**src/prbs_checker_params.svh**
```systemverilog
// Register offsets, field positions, reset values and counts of the sequence error checker
`ifndef PRBS_CHECKER_PARAMS_SVH
`define PRBS_CHECKER_PARAMS_SVH

// ==========================================================
// Register offsets (byte addresses)
`define OFS_CTRL        8'h00
`define OFS_STATUS      8'h04
`define OFS_MASK        8'h08
`define OFS_TOTAL_LIMIT 8'h0c
`define OFS_ERROR_LIMIT 8'h10
`define OFS_TOTAL_COUNT 8'h14
`define OFS_ERROR_COUNT 8'h18
`define OFS_RESULT_INFO 8'h1c

// ==========================================================
// Control register fields
`define CTRL_RUN_BIT      0
`define CTRL_POLY_LSB     1
`define CTRL_POLY_MSB     3
`define CTRL_QUAL_EN_BIT  4
`define CTRL_QUAL_POL_BIT 5
`define CTRL_INTEG_BIT    6
`define CTRL_MODESEL_BIT  7

// ==========================================================
// Status and mask fields (same layout)
`define STAT_DONE_BIT 0
`define STAT_DISC_BIT 1
`define STAT_SYNC_BIT 2
`define STAT_W        3

// ==========================================================
// Result info fields
`define INFO_DONE_BIT     0
`define INFO_END_TOT_BIT  1
`define INFO_END_ERR_BIT  2
`define INFO_SYNCED_BIT   3
`define INFO_CLK_ACT_BIT  4
`define INFO_DATA_ACT_BIT 5
`define INFO_CFG_BIT      6
`define INFO_BAD_BIT      7

// ==========================================================
// Reset values and counts
`define TOTAL_LIMIT_RST 32'hffff_ffff
`define ERROR_LIMIT_RST 32'hffff_ffff
`define BAD_MIN_BITS    32'h0000_0040
`define ACT_TIMEOUT_CYC 16'h0100

`endif

```
**src/prbs_checker_pkg.sv**
```systemverilog
// Types shared by the sequence error checker and its pin synchroniser
`include "prbs_checker_params.svh"
package prbs_checker_pkg;

	// ==========================================================
	// Polynomial selection codes
	typedef enum logic [2:0] {
		POLY_PN9  = 3'b000,
		POLY_PN11 = 3'b001,
		POLY_PN15 = 3'b010,
		POLY_PN16 = 3'b011,
		POLY_PN20 = 3'b100,
		POLY_PN21 = 3'b101,
		POLY_PN23 = 3'b110
	} poly_e;

	// ==========================================================
	// Measurement states
	typedef enum logic [1:0] {
		ST_IDLE = 2'b00,
		ST_FILL = 2'b01,
		ST_RUN  = 2'b10,
		ST_DONE = 2'b11
	} meas_state_e;

	// ==========================================================
	// Pin synchroniser state
	typedef struct packed {
		logic s1;
		logic s2;
		logic s3;
		logic level;
	} pin_sync_s;

	// ==========================================================
	// Checker state
	typedef struct packed {
		meas_state_e         state;
		logic [22:0]         seq;
		logic [4:0]          fill_cnt;
		logic [31:0]         total;
		logic [31:0]         errs;
		logic [31:0]         total_limit;
		logic [31:0]         error_limit;
		logic                end_tot;
		logic                end_err;
		logic                run_en;
		logic [2:0]          poly;
		logic                qual_en;
		logic                qual_pol;
		logic                integ;
		logic                mode_req;
		logic                cfg_loaded;
		logic                boot_done;
		logic [`STAT_W-1:0]  status;
		logic [`STAT_W-1:0]  mask;
		logic                clk_prev;
		logic [15:0]         clk_act_cnt;
		logic [15:0]         data_act_cnt;
		logic                data_prev;
		logic [31:0]         rdata;
	} checker_s;

endpackage

```
**src/pin_sync.sv**
```systemverilog
// Three-stage pin synchroniser with agreement filter
`timescale 1ns/1ns
module pin_sync
	import prbs_checker_pkg::*;
(
	input  wire logic clk_sys,
	input  wire logic rst_b,
	input  wire logic pin_in,
	output logic      level_out
);

	pin_sync_s r_reg;
	pin_sync_s r_next;

	// ==========================================================
	// Next state: the level follows only when stages two and three agree
	always_comb begin
		r_next = r_reg;
		r_next.s1 = pin_in;
		r_next.s2 = r_reg.s1;
		r_next.s3 = r_reg.s2;
		if (r_reg.s2 == r_reg.s3) begin
			r_next.level = r_reg.s3;
		end
	end

	// Register, synchronous reset to all zero
	always_ff @(posedge clk_sys) begin
		if (!rst_b) begin
			r_reg <= '0;
		end else begin
			r_reg <= r_next;
		end
	end

	assign level_out = r_reg.level;

endmodule

```
**config.mk**
```make
export PLATFORM = sky130hd
export DESIGN_NAME = pin_sync
export DESIGN_NICKNAME = d
export VERILOG_FILES = /design/src/prbs_checker_pkg.sv /design/src/pin_sync.sv
export VERILOG_INCLUDE_DIRS = /design/src /design/src/src
export SDC_FILE = /design/constraint.sdc
export NUM_CORES = 1
export LEC_CHECK = 0
export BUFFER_PORTS_ARGS = -buffer_cell sky130_fd_sc_hd__buf_4
export CELL_PAD_IN_SITES_DETAIL_PLACEMENT = 0
export CELL_PAD_IN_SITES_GLOBAL_PLACEMENT = 1
export CORE_AREA = 4 4 41 43
export DETAILED_ROUTE_END_ITERATION = 6
export DIE_AREA = 0 0 45 47
export PLACE_DENSITY_LB_ADDON = 0.1
export SLEW_MARGIN = 5
export SYNTH_ARGS = -nofsm -noshare
export SYNTH_HDL_FRONTEND = slang
export SYNTH_SLANG_ARGS = --single-unit
```
**constraint.sdc**
```tcl
create_clock -name clk_sys -period 0.8 [get_ports clk_sys]
set_input_delay 0.24 -clock clk_sys [delete_from_list [all_inputs] [get_ports clk_sys]]
set_output_delay 0.24 -clock clk_sys [all_outputs]
set_load 0.1 [all_outputs]
```
**Word level (Yosys, flattened, before mapping)**

Cells that the tools add are included.

- Flip-flop bits (word level): 4
- Bits in latches: 0
- RAM bits: 0
- Memory bits (read-only): 0
- Output and inout bits: 1
- Logic and storage cells: 5
- Memories: 0

- Add/subtract/negate cells: 0
- $mul: 0
- Divide/modulo/power cells: 0
- Order comparisons: 0
- Equality and inequality tests: 1
- Shift operators: 0
- Muxes and demuxes: 0
- Bitwise gates (word level): 0
- Reduce and logical (&&, ||, !) cells: 0

Operator list:

| operator | number |
|---|---|
| 1-bit == test | 1 |

**Logic depth before layout (Yosys ltp)**

- Depth in word-level cells: 1
- Mapped depth: 2

**Worst setup path after synthesis**

OpenSTA, ideal clock, no wires.

- Kind: flip-flop to flip-flop
- From: register level_out (netlist name)
- To: register r_reg, in the netlist level_out
- Data arrival time: 1238 ps
- Data required time: 730 ps
- Setup slack: -508 ps
- Cell stages (with the launch flop): 3
- Buffers on the path: 0
- Period minus slack after synthesis: 1308 ps
- Cell sequence: dfxtp_1 -> o21ai_1 -> a21boi_1

RTL lines:

| item | line | RTL |
|---|---|---|
| to (signal assigned) | pin_sync.sv:32 | `r_reg <= r_next;` |
| to (decl) | pin_sync.sv:12 | `pin_sync_s r_reg;` |

**Final worst setup path**

- From: register r_reg, in the netlist level_out
- To: output level_out

RTL lines:

| item | line | RTL |
|---|---|---|
| to (decl) | pin_sync.sv:9 | `output logic level_out` |

No word-level cell between the ends.

==> implementation parameters <==
Parameter                              Value

Outcome
  Outcome ... finished, violations left
  Violations in the final reports ... negative setup slack

Global routing
  Vias in the first global route ... 97
  First-pass GRT wire length ... 379 µm
  Largest net degree at the start of global routing ... 5
  Global-route total usage across every layer ... 3.79%
  Total grt overflow ... 0
  Initial antenna violation count ... 0

Route
  Routed len/inst ... 5.76 µm
  DRC violations left ... 0
  Iteration count of the initial detailed-routing pass ... 2
  Wire length after detailed routing ... between 150 and 200 µm
  Vias after detailed routing ... 95
  Via density per instance ... 2.88
  Post-route ant nets ... 0
  Initial DRC Count ... 1

Floorplanning
  Die Span X ... about 45 µm
  FP Rows ... 13
  Total core area ... between 0.001 and 0.0015 mm²
  Number of top-level pins ... 4
  Full die area ... approximately 0.0021 mm²
  Die H ... 47 µm
  Initial core utilization ... 8.94%

Timing
  Max Fclk ... roughly 1.0 GHz
  Pin slew with the least headroom to its limit ... 0.113 ns
  Unrepaired setup endpoints after global routing ... yes
  Final worst setup slack ... -0.191 ns
  Number of hold-slack violations in the final timing report ... 0
  Setup Skew ... 0.00836 ns
  Worst relative slew slack ... 92.4%
  Crit path time final ... slightly below 1 ns
  Setup_tns ... -0.191 ns
  Final setup violation count ... 1
  Share of the clock period used by the worst path ... 124%
  Count of final max-slew check failures ... 0

Pwr
  Power density normalized to cell area ... 2340 mW/mm²
  Maximum ir drop on the vdd rail ... 0.888 mV
  Standby leakage power ... between 0.08 and 0.09 nW

Hold path
  Min-delay worst type ... in -> reg

Critical path
  Required @ worst endpoint ... 0.56 ns
  Type of element launching the critical path ... register
  Crit path kind ... reg -> out
  Critical path buffer and inverter count ... 1
  Data arrival time of the worst path ... 0.75 ns
  CP peak stage delay ... 0.35 ns
  Crit-path leading delay family ... flip-flops
  Critical-path cell list ... buf_12
  Worst-path fanout max ... 2
  Critical-path cell with the highest stage delay ... sky130_fd_sc_hd__dfxtp_4
  Endpoint kind of the worst setup timing path ... output port

Finish
  FF+latch area ... between 80 and 90 µm²
  Total inserted antenna cells ... 0
  Area used by multi-input combinational logic ... 40.0 µm²
  Net count reported at finish ... 22
  Area added between synthesis and finish ... 81.7%
  Filler cell count ... 158
  Leading cell types in the layout, fill and taps excluded ... 3 x sky130_fd_sc_hd__clkbuf_4, 3 x sky130_fd_sc_hd__buf_4, 3 x sky130_fd_sc_hd__dfxtp_1
  Final cell utilization of the core ... 16.3%
  Number of flip-flops in the largest register ... 2
  Proportion of layout cells with a drive suffix above 1 ... 55.6%

Synthesis
  Sequential area share after synthesis ... 68.8%
  Area fraction of the dominant cell type after synthesis ... 68.8%
  Count of cell types in the netlist ... 6
  Summed instance area of the synthesized netlist ... approximately 120 µm²
  Top cell type by total area after synthesis ... sky130_fd_sc_hd__dfxtp_1
  Average cell area after synthesis ... 11.6 µm²
  Number of nets in the synthesized netlist ... 13
  Register bit count reported by yosys ... 4
  Top cells by area, synth ... sky130_fd_sc_hd__dfxtp_1 69%, sky130_fd_sc_hd__and2_1 11%, sky130_fd_sc_hd__a21boi_1 6.5%, sky130_fd_sc_hd__and2_2 6.5%, sky130_fd_sc_hd__o21ai_1 4.3%
  Syn Inst Count ... 10
  Count of warnings emitted by yosys ... 0

CTS
  Later-pin clock latency in the skew report ... 0.24 ns
  TritonCTS buffer count ... 3
  Clk pin slew, worst setup/hold paths ... about 0.04 ns
  Clock H-tree levels ... 1
  Post-CTS setup-driven buffer insertion count ... 0
  TritonCTS clock tree ... built
  CTS max path bufs ... 2
  Sinks on the clock net ... 4
  Clock tree root driver cell ... sky130_fd_sc_hd__clkbuf_4

Run
  Maximum capacitance violations ... 0

Placed design
  Weighted congestion at the end of routability-driven global placement ... 0.518
  Port Buf Inserts ... 3
synthesized netlist by cell type, drive strengths merged:
library cell  number
nand2              1
dfxtp              4
o21ai              1
a21boi             1
and2               3
power breakdown:
part	internal, W	switching (W)	total (W)
Sequential	0.000203	0.00000268	0.000206
Combinational	0.0000111	0.00000526	0.0000164
Clock	0.000187	0.0000852	0.000273
per-stage QoR:
step	total power, W	std cells	setup slack (ns)	hold slack (ns)	area (µm²)
global route	0.000544	33	-0.230	0.223	211
detailed placement	0.000225	29	-0.0385	0.412	169
floorplan	0.000214	10	0.00415	0.362	120
global placement	0.000225	29	-0.0377	0.419	169
finish	0.000495	33	-0.191	0.218	211
CTS	0.000514	33	-0.207	0.208	208
layer usage:
metal / vias up / routed length, µm / track usage, %
li1: 50 / - / -
met3: 0 / 39 / 6.90
met4: 0 / 0 / 5.26
met1: 39 / 76 / 2.51
met2: 6 / 75 / 2.82
met5: - / 0 / 0
path summary, 6_finish.rpt:
| check | depth (start not counted) | end | slack (ns) | startpoint |
|---|---|---|---|---|
| worst min-delay path | 2 | r_next[2] | 0.22 | pin_in |
| worst max-delay path | 1 | level_out | -0.19 | level_out |
| worst max register to register | 3 | level_out | 0.06 | level_out |
| worst min register to register | 1 | r_next[1] | 0.42 | r_next[2] |
timing repair:
item                       4_1_cts  5_1_grt
setup endpoints to repair        1        2
pin swaps                        0        0
hold buffers                     0        0
resized for setup                3        1
gates cloned                     0        0
logic make-up after synthesis:
group,count (synthesis),synth area share (%)
flip-flops,4,68.8
AND/OR/NAND/NOR,4,20.4
AO/OA/AOI/OAI,2,10.8
layout make-up:
class	instances	area share [%]
clock buffer	4	12.4
multi-input combinational	6	18.9
sequential	4	39.6
tap	15	8.88
timing repair buffer	4	20.1
No activity file was read; power rests on OpenSTA's default activity.
